`config.mk`:
```
export PLATFORM = sky130hd
export DESIGN_NAME = byte_wide_io_port
export DESIGN_NICKNAME = d
export VERILOG_FILES = /design/src/rtl/gpio_pkg.sv /design/src/rtl/byte_wide_io_port.sv /design/src/rtl/pin_sync.sv
export VERILOG_INCLUDE_DIRS = /design/src /design/src/rtl
export SDC_FILE = /design/constraint.sdc
export NUM_CORES = 1
export LEC_CHECK = 0
export BUFFER_PORTS_ARGS = -buffer_cell sky130_fd_sc_hd__buf_4
export CAP_MARGIN = 10
export CORE_MARGIN = 2
export CORE_UTILIZATION = 49
export DETAILED_ROUTE_END_ITERATION = 10
export MAX_ROUTING_LAYER = met4
export PLACE_DENSITY = 0.95
export SLEW_MARGIN = 20
export SYNTH_ARGS = -nofsm -noshare
export SYNTH_HDL_FRONTEND = slang
export SYNTH_HIERARCHICAL = 1
export SYNTH_SLANG_ARGS = --single-unit
```
`constraint.sdc`:
```
create_clock -name pclk -period 1.9 [get_ports pclk]
set_input_delay 0.095 -clock pclk [delete_from_list [all_inputs] [get_ports pclk]]
set_output_delay 0.095 -clock pclk [all_outputs]
set_load 0.01 [all_outputs]
```
`src/rtl/gpio_regs.svh`:
```
// Register offsets, reset values and field constants of the byte-wide port.
`ifndef GPIO_REGS_SVH
`define GPIO_REGS_SVH
`define PIN_WIDTH 8
`define OFF_PIN_DIRECTION 12'h000
`define OFF_PIN_INPUT_LEVEL 12'h004
`define OFF_PIN_OUTPUT_VALUE 12'h008
`define OFF_PIN_PULLUP_SELECT 12'h00c
`define OFF_PIN_FUNCTION_SELECT 12'h010
`define RST_PIN_DIRECTION 8'h00
`define RST_PIN_PULLUP_SELECT 8'h00
`define RST_PIN_FUNCTION_SELECT 8'h00
`define ADDR_WIDTH 12
`endif

```
`src/rtl/gpio_pkg.sv`:
```
// Types shared by the byte-wide port design.
`default_nettype none
`include "gpio_regs.svh"
package gpio_pkg;
	typedef logic [7:0] pin_byte_t;
	// Per-pin pad control bundle.
	typedef struct packed {
		pin_byte_t out_value;
		pin_byte_t out_enable;
		pin_byte_t pullup_enable;
	} pad_ctrl_t;
	// Register selector decoded from the APB address.
	typedef enum logic [2:0] {
		sel_direction = 3'b000,
		sel_input = 3'b001,
		sel_output = 3'b010,
		sel_pullup = 3'b011,
		sel_function = 3'b100,
		sel_none = 3'b111
	} reg_sel_t;
endpackage
`default_nettype wire

```
`src/rtl/byte_wide_io_port.sv`:
```
// APB register file and pad control logic of one eight-pin port.
//
// Added by the designer: the APB interface to the registers and the placing of the registers.
`default_nettype none
`include "gpio_regs.svh"
// Summary of operation
// - Direction bit 0 makes the pin an input with driver off.
// - Direction bit 1 enables the pin's output driver.
// - Reset clears all direction bits, pins start as inputs.
// - Input-level register is read-only and returns pin states.
// - Input-level reads work anytime, also for output pins.
// - General-purpose outputs drive the output-value bit.
// - Output-value reads return the last written value.
// - Reset leaves the output-value register untouched.
// - Pull-up select 1 enables the weak pull-up, 0 disables.
// - Pull-up acts only in GPIO mode with driver off.
// - Alternate-function pins always have pull-up disabled.
// - Reset clears all pull-up select bits.
// - Open-drain: output value 0, direction toggles drive low.
// - Bit n of each register serves pin n only.
// - Function select 0 is GPIO, 1 hands pin to peripheral.
// - Reset clears every function-select bit.
// - All registers are byte-wide writable except input level.
module byte_wide_io_port
	import gpio_pkg::*;
(
	input wire logic pclk, // System clock, 50 MHz.
	input wire logic presetn, // Asynchronous reset, active low.
	input wire logic psel, // APB select.
	input wire logic penable, // APB access phase.
	input wire logic pwrite, // APB write direction.
	input wire logic [11:0] paddr, // APB byte address.
	input wire logic [31:0] pwdata, // APB write data.
	input wire logic [3:0] pstrb, // APB byte strobes.
	output logic [31:0] prdata, // APB read data.
	output logic pready, // APB ready.
	output logic pslverr, // APB error, unmapped address.
	input wire pin_byte_t pin_in, // Pad input levels.
	output pad_ctrl_t pad_ctrl, // Pad drive, enable and pull-up.
	input wire pin_byte_t periph_out, // Peripheral output data.
	input wire pin_byte_t periph_oe // Peripheral drive enable.
);
	pin_byte_t pin_direction;
	pin_byte_t pin_output_value;
	pin_byte_t pin_pullup_select;
	pin_byte_t pin_function_select;
	pin_byte_t pin_input_level;
	pin_byte_t next_direction;
	pin_byte_t next_output_value;
	pin_byte_t next_pullup_select;
	pin_byte_t next_function_select;
	logic [31:0] next_prdata;
	logic next_pslverr;
	logic access;
	logic wr_ok;
	reg_sel_t sel;
	wire pin_byte_t pad_value;
	wire pin_byte_t pad_enable;
	wire pin_byte_t pad_pullup;

	// Pin levels are resynchronised before software can see them.
	pin_sync u_sync (
		.pclk(pclk),
		.presetn(presetn),
		.async_in(pin_in),
		.sync_out(pin_input_level)
	);

	// Address decode; every access completes in its first access cycle.
	always_comb begin
		access = psel && penable;
		unique case (paddr)
			`OFF_PIN_DIRECTION: sel = sel_direction;
			`OFF_PIN_INPUT_LEVEL: sel = sel_input;
			`OFF_PIN_OUTPUT_VALUE: sel = sel_output;
			`OFF_PIN_PULLUP_SELECT: sel = sel_pullup;
			`OFF_PIN_FUNCTION_SELECT: sel = sel_function;
			default: sel = sel_none;
		endcase
		// Only the low lane holds data, so only its strobe counts.
		wr_ok = access && pwrite && pstrb[0];
	end
	// Zero wait states: every register answers in its first access cycle.
	assign pready = 1'b1;

	// Next values of the writable registers.
	always_comb begin
		next_direction = pin_direction;
		next_output_value = pin_output_value;
		next_pullup_select = pin_pullup_select;
		next_function_select = pin_function_select;
		if (wr_ok) begin
			unique case (sel)
				sel_direction: next_direction = pwdata[7:0];
				sel_output: next_output_value = pwdata[7:0];
				sel_pullup: next_pullup_select = pwdata[7:0];
				sel_function: next_function_select = pwdata[7:0];
				sel_input: next_direction = pin_direction;
				sel_none: next_direction = pin_direction;
			endcase
		end
	end

	// Control registers clear at reset; pull-ups and pins start off.
	always_ff @(posedge pclk or negedge presetn) begin
		if (!presetn) begin
			pin_direction <= `RST_PIN_DIRECTION;
			pin_pullup_select <= `RST_PIN_PULLUP_SELECT;
			pin_function_select <= `RST_PIN_FUNCTION_SELECT;
		end else begin
			pin_direction <= next_direction;
			pin_pullup_select <= next_pullup_select;
			pin_function_select <= next_function_select;
		end
	end

	// Output value has no reset, so a device reset keeps its contents.
	always_ff @(posedge pclk) begin
		pin_output_value <= next_output_value;
	end

	// Read data and error answer, registered for the access cycle.
	always_comb begin
		next_prdata = 32'h00000000;
		next_pslverr = 1'b0;
		if (psel && !penable && !pwrite) begin
			unique case (sel)
				sel_direction: next_prdata = {24'h000000, pin_direction};
				sel_input: next_prdata = {24'h000000, pin_input_level};
				sel_output: next_prdata = {24'h000000, pin_output_value};
				sel_pullup: next_prdata = {24'h000000, pin_pullup_select};
				sel_function: next_prdata = {24'h000000, pin_function_select};
				sel_none: next_prdata = 32'h00000000;
			endcase
		end
		if (psel && !penable) begin
			next_pslverr = (sel == sel_none);
		end
	end

	// Read data is captured in the setup cycle and shown in access.
	always_ff @(posedge pclk or negedge presetn) begin
		if (!presetn) begin
			prdata <= 32'h00000000;
			pslverr <= 1'b0;
		end else begin
			prdata <= next_prdata;
			pslverr <= next_pslverr;
		end
	end

	// Per-pin pad mux; each bit depends only on its own pin's bits.
	// A peripheral owns its pin outright, so no stray pull-up can load
	// the line while the peripheral drives it.
	for (genvar i = 0; i < `PIN_WIDTH; i++) begin : g_pad
		// Clear out value and toggle direction for open drain.
		assign pad_value[i] = pin_function_select[i] ? periph_out[i]
			: pin_output_value[i];
		assign pad_enable[i] = pin_function_select[i] ? periph_oe[i]
			: pin_direction[i];
		// The pull-up only helps a GPIO pin whose driver is off.
		assign pad_pullup[i] = pin_pullup_select[i] && !pin_direction[i]
			&& !pin_function_select[i];
	end

	// The struct fields are packed in the order value, enable, pull-up.
	assign pad_ctrl = {pad_value, pad_enable, pad_pullup};
endmodule // byte_wide_io_port
`default_nettype wire

```
`src/rtl/pin_sync.sv`:
```
// Two-stage synchroniser for the eight pin levels.
`default_nettype none
module pin_sync
	import gpio_pkg::*;
(
	input wire logic pclk, // System clock.
	input wire logic presetn, // Asynchronous reset, active low.
	input wire pin_byte_t async_in, // Raw pin levels.
	output logic [7:0] sync_out // Synchronised levels.
);
	pin_byte_t stage1;
	pin_byte_t next_stage1;
	pin_byte_t next_sync;

	// The first stage feeds only the second stage.
	always_comb begin
		next_stage1 = async_in;
		next_sync = stage1;
	end

	// Both stages clear to a constant under reset.
	always_ff @(posedge pclk or negedge presetn) begin
		if (!presetn) begin
			stage1 <= 8'h00;
			sync_out <= 8'h00;
		end else begin
			stage1 <= next_stage1;
			sync_out <= next_sync;
		end
	end
endmodule // pin_sync
`default_nettype wire

```
Word level (Yosys, flattened, before mapping)
Index checks and enable logic that the tools add are counted.
{ "word_totals": {"ff_bits": 81, "input_bits": 77, "out_inout_bits": 58, "elab_cells": 82} }
{ "classes": {"eq_ne": 9, "mux": 20, "reduce_logical": 45} }
{ "ops": {"columns": ["op", "n"], "rows": [
  ["32-bit case mux with 6 select lines", 1],
  ["32-bit 2-to-1 mux", 1],
  ["12-bit by 4-bit equality test with 1-bit output (second input constant)", 2],
  ["1-bit logical AND", 21],
  ["1-bit logical NOT", 18],
  ["1-bit 2-to-1 mux", 17],
  ["3-bit case mux with 5 select lines", 1],
  ["12-bit by 3-bit equality test with 1-bit output (second input constant)", 1],
  ["12-bit by 5-bit equality test with 1-bit output (second input constant)", 1],
  ["12-bit logical NOT", 1],
  ["2-bit AND reduction", 4],
  ["3-bit by 2-bit equality test with 1-bit output (second input constant)", 2],
  ["3-bit equality test (second input constant)", 2],
  ["3-bit by 1-bit equality test with 1-bit output (second input constant)", 1],
  ["3-bit logical NOT", 1]
]} }

Logic depth before layout (Yosys ltp)
Gate-level depths: netlist (run 1).
{ "depth": {"ltp_word": 5, "ltp_mapped": 5, "depth_no_buf": 4} }

Modules after synthesis
Netlist (run 1), hierarchy kept.
{ "by_module_without_submodules": {"columns": ["module", "n_inst", "cells_each", "area_per_inst_um2", "seq_area_each_um2"], "rows": [
  ["byte_wide_io_port", 1, 183, 2306.0, 1066.0],
  ["pin_sync", 1, 16, 400.4, 400.4]
]} }

Least setup slack after synthesis (run 1)
Ideal clock, no wire load.
{ "synth_path": {"path_type": "input to register", "from": "input port paddr[1]", "to": "register pin_pullup_select[0]", "setup_time_ps": 125, "arrival_ps": 1549, "required_time_ps": 1775, "path_slack_ps": 226, "cell_stages": 5, "path_buffers": 1, "path_cell_list": "nor4_2 > nand3_2 > or4_1 > buf_6 > mux2_4"} }
{ "synth_via": {"elab_chain_cells": 4, "elab_cells_between_ends": 8, "classes_between": "eq/ne (5); mux (1); reduce/logical (2)"} }
{ "synth_lines": {"columns": ["element", "line", "source"], "rows": [
  ["start, declared", "byte_wide_io_port.sv:32", "input wire logic [11:0] paddr,"],
  ["12-bit by 5-bit equality test with 1-bit output (tied with other cells)", "byte_wide_io_port.sv:72", "unique case (paddr)"],
  ["3-bit case mux with 5 select lines (*)", "byte_wide_io_port.sv:72", null],
  ["3-bit by 2-bit equality test with 1-bit output (*)", "byte_wide_io_port.sv:93", "unique case (sel)"],
  ["2-bit AND reduction (no line) (*)", null, null],
  ["end signal, assigned", "byte_wide_io_port.sv:108", "pin_pullup_select <= `RST_PIN_PULLUP_SELECT;"],
  ["end signal, assigned", "byte_wide_io_port.sv:112", "pin_pullup_select <= next_pullup_select;"],
  ["end, declared", "byte_wide_io_port.sv:45", "pin_byte_t pin_pullup_select;"]
]} }
Mark *: on every way between the ends. The rest lies on a longest branch, timed or not.
A chain may end at the register's enable or synchronous reset.

Final worst setup path (run 1)
{ "layout_path": {"from": "input port paddr[1]", "to": "register pin_pullup_select[2]"} }
The elaborated chain is that of the path after synthesis.

==> impl_metrics.yaml, run 1 <==
run_status:
  status: "completed"
die:
  initial_core_util_pct: 50.07
  die_x_um: 78.32
  row_count: 27
  dieArea_sq_um: 6133
  core_sq_um: 5405
  fp.dieH_um: 78.32
  io_pins: 135
yosys:
  ys_types: 29
  ys_seq_elements: 57
  syn-mean-instance-area_sq_um: 13.60
  synth.top_cells.by_area: "dfrtp_1, mux2_2, edfxtp_1"
  synth_top_cell_area_share_pct: 45.31
  syn_area_sq_um: 2706
  synth.yosys.seq_area_share_pct: 54.18
  ys_warn_count: 6
  syn_inst: 199
  yosys.area.top_type: "dfrtp_1"
setup_path:
  required_ns: 2.11
  arrival_ns: 1.64
  critPathMaxFanout: 8
  worst-setup-path-type: "input port to flip-flop"
  crit_path_end_kind: "flip-flop"
  startpoint_type: "input port"
detailed_routing:
  via_per_inst: 5.044
  drtAntennaViolNets: 0
  wire_per_inst_um: 16.11
  drc: 0
  drt-total-wl_um: 6188
  drtPass1Iterations: 4
  detailedRoute.firstIterationViolations: 93
  vias: 1937
clocking:
  cts_buffers: 9
  cts_root_buffer: "clkbuf_8"
  cts_tree: "built"
  clkSinkCount: 57
  clockBufferDepth: 2
  path_clk_slew_ns: 0.06
  cts_resized: 0
  h-tree-depth: 3
  clk_latency_ns: 0.33
  postCtsSetupRepairBufs: 0
grt:
  grt_usage_pct: 21.89
  grt_first_pass_wirelength_um: 9556
  grt_overflow: 0
  antenna_found_initial: 0
  grt_max_degree: 50
  grt_pass1_vias: 1883
pwr:
  p_per_area_nw_per_um2: 663.2
  leakagePower_nw: 1.848
  ir_drop_mv: 0.6652
sta:
  period_share_pct: 75.35
  setup_viol: 0
  maxSlewViolCount: 0
  skew_ns: 0.002620
  tns_ns: 0
  max_freq_mhz: 698.5
  rsz0062_at_grt: "false"
  whs_ns: 0.04715
  finalHoldViolCount: 0
  min_period_ns: 1.432
  slew_headroom_pct: 58.97
  tightestPinTransition_ns: 0.6154
placed_design:
  portBuffers: 82
  globalplace.congestion: 0.7525
  hpwlAfterDp_um: 3995
layout:
  antennaDiodeCount: 0
  drive_gt1_share_pct: 50.00
  synthToLayoutAreaGrowth_pct: 35.74
  final_common_cell: "buf_4"
  layout_common_cells: "buf_4, dfrtp_1, mux2_2"
  nets: 385
worst_hold_path:
  min_path_type: "input port to flip-flop"
job:
  maxCapViolCount: 0
==> where the power goes <==
part | total [mW] | internal, mW | switching, mW
clock network | 0.958 | 0.539 | 0.419
registers | 1.26 | 1.26 | 0.00516
logic | 0.216 | 0.109 | 0.108
total | 2.44 | 1.90 | 0.532
==> cells by family after synthesis <==
family	share of synthesized area [%]
other	0.2775
muxes	20.71
buffers and inverters	8.322
and+or+nand+nor	10.77
DFF	54.18
AOI/OAI and AO/OA	5.733
==> per-layer routing <==
layer	up-vias	share of wire, %	global-route usage (%)
met2	83	48	31.98
li1	895	-	-
met1	943	43	28.13
met5	-	0	-
met3	16	6.5	4.828
met4	0	2.6	13.16
==> area by class of cell <==
cell class / instances / area [sq um]
Clock buffer: 15 / 166.4
Tap cell: 72 / 90.09
Sequential cell: 57 / 1466
Multi-Input combinational cell: 132 / 1101
Fill cell: 413 / 1732
Timing Repair Buffer: 107 / 845.8
Inverter: 1 / 3.754
==> stage by stage <==
stage / instance area (sq um) / cells / setup WS [ns] / total power [mW] / utilization (%)
3_5_place_dp: 3337 / 352 / 0.1235 / 1.473 / 61.74
2_1_floorplan: 2793 / 222 / 0.2257 / 1.386 / -
3_3_place_gp: 3337 / 352 / 0.1499 / 1.466 / 61.74
6_report: 3674 / 384 / 0.4684 / 2.436 / 67.96
4_1_cts: 3674 / 384 / 0.4750 / 2.465 / 67.96
5_1_grt: 3674 / 384 / 0.4064 / 2.548 / 67.96
==> synth_stat cells <==
library cell / instances
nor3_1: 1
a21oi_1: 1
or2_0: 1
mux2_2: 32
buf_1: 2
nor4_2: 1
nor3_2: 1
or4_1: 1
nor3b_1: 8
mux2_4: 8
edfxtp_1: 8
nand4_1: 1
mux2i_1: 8
nor2_1: 12
dfrtp_1: 49
o221a_2: 8
nor4_4: 2
or3_2: 1
nand2b_1: 2
clkbuf_1: 4
and4bb_2: 1
inv_1: 1
nand3_2: 1
a211oi_1: 8
nand2_1: 1
conb_1: 2
and3_1: 8
buf_6: 1
buf_4: 25
==> final timing paths <==
check                                     start                     end  slack, ns  cells after the start
max                                    paddr[1]    pin_pullup_select[2]       0.47                      6
min                                     penable                 pslverr       0.05                      3
max reg2reg                pin_pullup_select[2]               prdata[2]       0.88                      3
min reg2reg                 u_sync/next_sync[1]      u_sync/sync_out[1]       0.35                      0
max in group asynchronous               presetn  pin_function_select[0]       1.15                      2
min in group asynchronous               presetn    pin_pullup_select[3]       0.34                      2
==> critical path, stage by stage <==
cell	delay, ns
buf_4	0.11
nor4_2	0.28
nand3_2	0.10
or4_1	0.51
buf_4	0.22
mux2_4	0.31
==> state kept, by name (all words and copies together) (netlist names) <==
| signal | cells |
|---|---|
| prdata | 8 |
| pin_output_value | 8 |
| pin_function_select | 8 |
| u_sync/sync_out | 8 |
| u_sync/next_sync | 8 |
| pin_pullup_select | 8 |
| pin_direction | 8 |
| pslverr | 1 |
==> repair_timing <==
| item | CTS | global route |
|---|---|---|
| setup endpoints to repair | 0 | 0 |
| endpoints found under the hold margin | 65 | 0 |
| hold buffers | 17 | 0 |
(Power assumes the default switching activity.)
==> inputs of run 2 (changes only) <==
--- a/config.mk
+++ b/config.mk
@@ -9,10 +9,10 @@
 export BUFFER_PORTS_ARGS = -buffer_cell sky130_fd_sc_hd__buf_4
 export CAP_MARGIN = 10
 export CORE_MARGIN = 2
-export CORE_UTILIZATION = 49
+export CORE_UTILIZATION = 41
 export DETAILED_ROUTE_END_ITERATION = 10
 export MAX_ROUTING_LAYER = met4
-export PLACE_DENSITY = 0.95
+export PLACE_DENSITY = 0.86
 export SLEW_MARGIN = 20
 export SYNTH_ARGS = -nofsm -noshare
 export SYNTH_HDL_FRONTEND = slang
==> constraint.sdc (replaced) <==
create_clock -name pclk -period 1.2 [get_ports pclk]
set_input_delay 0.06 -clock pclk [delete_from_list [all_inputs] [get_ports pclk]]
set_output_delay 0.06 -clock pclk [all_outputs]
set_load 0.01 [all_outputs]
==> run 2 against run 1 <==
Net effect: the run now ends with negative setup slack left; die area rose by 18%; critical path depth unchanged; clock power rose by 81%; routed wire length grew 14%; hold slack got worse by 0.036 ns; register-to-register slack worse by 0.82 ns; cell count is 6.5% higher; clock-buffer cell count down 3; global-route usage shrank 1.1 points; utilization fell by 2.1 points; design area rose by 14%; largest cell class unchanged.
==> impl_metrics.yaml, run 2 (same netlist as run 1, synthesis figures left out) <==
run_status:
  status: "complete, but fails checks"
  violations: "negative setup slack"
die:
  fp.dieH_um: 85.25
  dieArea_sq_um: 7267
  io_pins: 135
  initial_core_util_pct: 42.62
  row_count: 29
  die_x_um: 85.25
  core_sq_um: 6350
setup_path:
  crit_path_end_kind: "flip-flop"
  arrival_ns: 1.57
  required_ns: 1.42
  cp_cell_sequence: "buf_6 > nor4_4 > nand3_2 > buf_4 > or4_4 > mux2_4"
  slowest_stage: "or4_4"
  worst-setup-path-type: "input port to flip-flop"
  startpoint_type: "input port"
  critPathMaxFanout: 8
  critPathMaxStageDelay_ns: 0.54
placed_design:
  portBuffers: 82
  globalplace.congestion: 0.7742
  placed_cells: 368
  hpwlAfterDp_um: 4532
grt:
  grt_usage_pct: 20.79
  grt_first_pass_wirelength_um: 11070
  grt_pass1_vias: 2148
  grt_overflow: 0
  antenna_found_initial: 0
  grt_max_degree: 50
clocking:
  cts_root_buffer: "clkbuf_8"
  h-tree-depth: 3
  clkSinkCount: 57
  clockBufferDepth: 2
  cts_buffers: 9
  path_clk_slew_ns: 0.07
  clk_latency_ns: 0.34
  cts_tree: "built"
layout:
  final_common_cell: "buf_4"
  multi_input_area_sq_um: 1330
  drive_gt1_share_pct: 58.73
  layout.cells.non_filler: 409
  synthToLayoutAreaGrowth_pct: 54.60
  fin_util_pct: 65.89
  antennaDiodeCount: 0
  layout_common_cells: "buf_4, mux2_4, dfrtp_1"
  register_area_sq_um: 1479
  nets: 404
  fillers: 446
worst_hold_path:
  min_path_type: "input port to flip-flop"
sta:
  max_freq_mhz: 744.5
  whs_ns: 0.01155
  finalHoldViolCount: 0
  maxSlewViolCount: 0
  slew_headroom_pct: 59.28
  worst_slack_ns: -0.1432
  tightestPinTransition_ns: 0.6109
  period_share_pct: 111.9
  rsz0062_at_grt: "true"
  setup_viol: 41
  min_period_ns: 1.343
  skew_ns: 0.007595
job:
  maxCapViolCount: 0
pwr:
  p_per_area_nw_per_um2: 983.7
  fin_total_pwr_mw: 4.116
  leakagePower_nw: 2.065
  ir_drop_mv: 0.9562
detailed_routing:
  drc: 0
  drtPass1Iterations: 6
  vias: 2086
  via_per_inst: 5.100
  drtAntennaViolNets: 0
  wire_per_inst_um: 17.19
  detailedRoute.firstIterationViolations: 115
  drt-total-wl_um: 7029
## run 2: changes by cell type in the layout (fill, tap and decap cells not counted), moves of 5 or more
cell and delta:
buf_4 -5, buf_6 +23, dfrtp_1 -10, dfrtp_2 +10, mux2_2 -31, mux2_4 +31
nor3b_1 -8, nor3b_2 +8, o221a_2 -6, o221a_4 +6
## run 2: final timing paths
check | start | to | slack, ns | cells after the start
worst max-delay path | paddr[5] | pin_pullup_select[7] | -0.14 | 6
worst min-delay path | psel | pslverr | 0.01 | 3
worst max register to register | pin_pullup_select[2] | prdata[2] | 0.06 | 3
worst min register to register | u_sync/next_sync[2] | u_sync/sync_out[2] | 0.35 | 0
max in group asynchronous | presetn | pin_function_select[2] | 0.47 | 2
min in group asynchronous | presetn | pin_pullup_select[5] | 0.28 | 2
## run 2: worst max-delay path, delay by kind of cell
family                 cells  cell delay (ns)
buffers and inverters      2             0.24
muxes                      1             0.33
and+or+nand+nor            3             0.93
## run 2: metrics by stage
stage	worst slack, ns	instance area, sq um	setup TNS, ns
finish	-0.1432	4184	-3.265
global route	-0.2046	4184	-6.358
CTS	-0.1392	4114	-3.316
detailed placement	-0.5053	3503	-18.32
global placement	-0.5086	3503	-17.87
floorplan	-0.4299	2859	-10.96
## run 2: metal layers
| layer | global-route usage [%] | up-vias | wire (um) |
|---|---|---|---|
| met4 | 10.25 | 0 | 176 |
| met2 | 30.68 | 88 | 3547 |
| li1 | - | 939 | - |
| met1 | 26.14 | 1042 | 2868 |
| met3 | 6.128 | 17 | 436 |
| met5 | - | - | 0 |
## run 2: layout make-up
class                      count  area share [%]
clock buffer                  12           3.469
clock inverter                 4           1.017
inverter                       1         0.08971
timing repair buffer         126           25.99
multi-input combinational    132           31.79
sequential                    57           35.35
tap                           77           2.303
## run 2: what timing repair did
action / CTS / global route
setup buffers: 6 / 3
gates resized for setup: 58 / 11
endpoints found under the setup margin: 62 / 61
pin swaps: 8 / 5
hold endpoints to repair: 89 / 0
hold buffers: 17 / 0
## run 2: power by group
part,internal (mW),switching (mW),leakage (nW)
logic,0.201,0.190,1.27
clock network,0.999,0.729,0.0954
registers,1.99,0.00857,0.702
total,3.19,0.928,2.07
==> inputs of run 3 (changes only) <==
--- a/config.mk
+++ b/config.mk
@@ -6,10 +6,10 @@
 export SDC_FILE = /design/constraint.sdc
 export NUM_CORES = 1
 export LEC_CHECK = 0
+export ABC_AREA = 1
 export BUFFER_PORTS_ARGS = -buffer_cell sky130_fd_sc_hd__buf_4
-export CAP_MARGIN = 10
 export CORE_MARGIN = 2
-export CORE_UTILIZATION = 41
+export CORE_UTILIZATION = 42
 export DETAILED_ROUTE_END_ITERATION = 10
 export MAX_ROUTING_LAYER = met4
 export PLACE_DENSITY = 0.86
==> run 3 against run 2 <==
Net effect: the flow still finishes with violations (negative setup slack); largest cell class unchanged; clock-buffer cell count shrank 2; design area grew 8.5%; die area grew 5.3%.
==> impl_metrics.yaml, run 3 <==
setup_path:
  critPathMaxFanout: 4
  worst-setup-path-type: "flip-flop to output pin"
  arrival_ns: 1.23
  crit_path_end_kind: "output pin"
  r2r_setup_slack_ns: 0.06
  required_ns: 1.14
  startpoint_type: "flip-flop"
sta:
  period_share_pct: 107.3
  slew_headroom_pct: 59.00
  worst_slack_ns: -0.08792
  rsz0062_at_grt: "true"
  tightestPinTransition_ns: 0.6150
  max_freq_mhz: 776.4
  setup_viol: 13
  finalHoldViolCount: 0
  tns_ns: -0.5498
  skew_ns: 0.007737
  maxSlewViolCount: 0
  min_period_ns: 1.288
grt:
  grt_overflow: 0
  grt_pass1_vias: 2725
  grt_first_pass_wirelength_um: 12400
  grt_max_degree: 50
  grt_usage_pct: 22.02
  antenna_found_initial: 0
die:
  fp.dieH_um: 87.46
  core_sq_um: 6756
  die_x_um: 87.46
  io_pins: 135
  dieArea_sq_um: 7648
  initial_core_util_pct: 43.30
  row_count: 30
clocking:
  clkSinkCount: 57
  clk_latency_ns: 0.34
  path_clk_slew_ns: 0.07
  h-tree-depth: 3
  clockBufferDepth: 2
  cts_buffers: 9
  cts_root_buffer: "clkbuf_8"
  cts_tree: "built"
layout:
  synthToLayoutAreaGrowth_pct: 55.13
  final_common_cell: "buf_4"
  stdcell_area_sq_um: 4538
  antennaDiodeCount: 0
  nets: 564
  layout_common_cells: "buf_4, nand2_1, dfrtp_1"
  drive_gt1_share_pct: 47.97
  fin_util_pct: 67.17
  layout.cells.non_filler: 572
detailed_routing:
  drc: 0
  wire_per_inst_um: 14.34
  drtPass1Iterations: 4
  via_per_inst: 4.883
  drt-total-wl_um: 8202
  detailedRoute.firstIterationViolations: 221
  vias: 2793
  drtAntennaViolNets: 0
placed_design:
  placed_cells: 515
  placed_cell_area_sq_um: 3755
  hpwlAfterDp_um: 5264
  globalplace.congestion: 0.8657
  portBuffers: 82
yosys:
  ys_types: 26
  synth.top_cells.by_area: "dfrtp_1, nand2_1, edfxtp_1"
  yosysMostFrequentCell: "nand2_1"
  synthFlopType: "dfrtp_1"
  syn-mean-instance-area_sq_um: 8.919
  yosys.area.top_type: "dfrtp_1"
  synth-edff-count: 8
  synth_top_cell_area_share_pct: 41.92
  syn_area_sq_um: 2925
  ys_seq_elements: 57
  ys_warn_count: 6
  ys_async_sr_fraction_pct: 85.96
  synthTopCellsByCount: "nand2_1, dfrtp_1, inv_1"
  syn_inst: 328
  synth.yosys.seq_area_share_pct: 50.13
worst_hold_path:
  min_path_type: "input port to flip-flop"
pwr:
  power.internal_mw: 3.280
  p_per_area_nw_per_um2: 953.7
  p_seq_share_pct: 46.1
  clkPwrFrac_pct: 45.1
  p_sw_share_pct: 24.22
  p_sw_mw: 1.048
  p_comb_share_pct: 8.8
  ir_drop_mv: 0.5448
  leakagePower_nw: 2.354
run_status:
  status: "complete, but fails checks"
  violations: "negative setup slack"
job:
  maxCapViolCount: 0
==> run 3: cell types whose count changed after synthesis, moves of 12 or more <==
cell	change
nand2_1	+75
inv_1	+36
mux2_2	-25
nand3_1	+24
o21ai_2	+16
nor2_1	+14
o21ai_0	+12
==> run 3: final timing paths <==
check                                             from  cells past startpoint                      to
max in group asynchronous                      presetn                      2  pin_function_select[2]
worst max register to register  pin_function_select[1]                      6               prdata[1]
min in group asynchronous                      presetn                      2    pin_pullup_select[0]
worst min register to register     u_sync/next_sync[6]                      0      u_sync/sync_out[6]
worst max-delay path            pin_function_select[1]                      2            pad_ctrl[17]
worst min-delay path                              psel                      5                 pslverr
==> run 3: stage by stage <==
stage	hold slack (ns)	worst slack [ns]	power (mW)
final	0.05361	-0.08792	4.328
after global routing	0.06540	-0.1309	4.495
after CTS	0.03960	-0.09557	4.353
after detailed placement	0.1171	-0.1480	2.358
after global placement	0.09916	-0.1210	2.351
after floorplan	-0.2356	0.01272	2.197
==> run 3: repair_timing <==
action	4_1_cts	5_1_grt
endpoints found under the setup margin	10	25
gates resized for setup	36	40
setup buffers	12	11
hold buffers	18	0
endpoints found under the hold margin	66	0
pin swaps	3	13
==> run 3: layer usage <==
metal | wire, um | vias to the layer above | global-route usage (%)
met1 | 3110 | 1312 | 26.11
met2 | 4150 | 142 | 34.78
li1 | - | 1316 | -
met4 | 223 | 0 | 9.371
met3 | 717 | 23 | 6.730
met5 | 0 | - | -
==> run 3: power by group through the flow <==
| stage | logic, mW | clock network (mW) | registers (mW) |
|---|---|---|---|
| after CTS | 0.374 | 1.98 | 2.00 |
| after detailed placement | 0.323 | 0 | 2.03 |
| after global placement | 0.317 | 0 | 2.03 |
| after global routing | 0.420 | 2.08 | 2.00 |
| final | 0.379 | 1.95 | 2.00 |
| after floorplan | 0.164 | 0 | 2.03 |
==> run 3: critical path, stage by stage (launching register included) <==
cell and delay [ns]:
dfrtp_2 0.45, mux2_4 0.32, buf_6 0.12
==> run 3: cells by family (layout without fill, tap and decap cells) <==
group                  after synthesis  count (layout)  synth area share, %
other                                2              25               0.2567
multiplexers                         7               7                2.695
AND/OR/NAND/NOR                    154             154                25.11
AO/OA/AOI/OAI                       40              40                8.982
buffers and inverters               68             209                12.83
flip-flops                          57              57                50.13
==> run 3: layout make-up <==
| cell class | count | area [sq um] |
|---|---|---|
| Fill cell | 487 | 2218 |
| Sequential cell | 57 | 1473 |
| Inverter | 39 | 146.4 |
| Timing Repair Buffer | 154 | 1289 |
| Multi-Input combinational cell | 226 | 1309 |
| Tap cell | 80 | 100.1 |
| Clock inverter | 6 | 72.57 |
| Clock buffer | 10 | 148.9 |
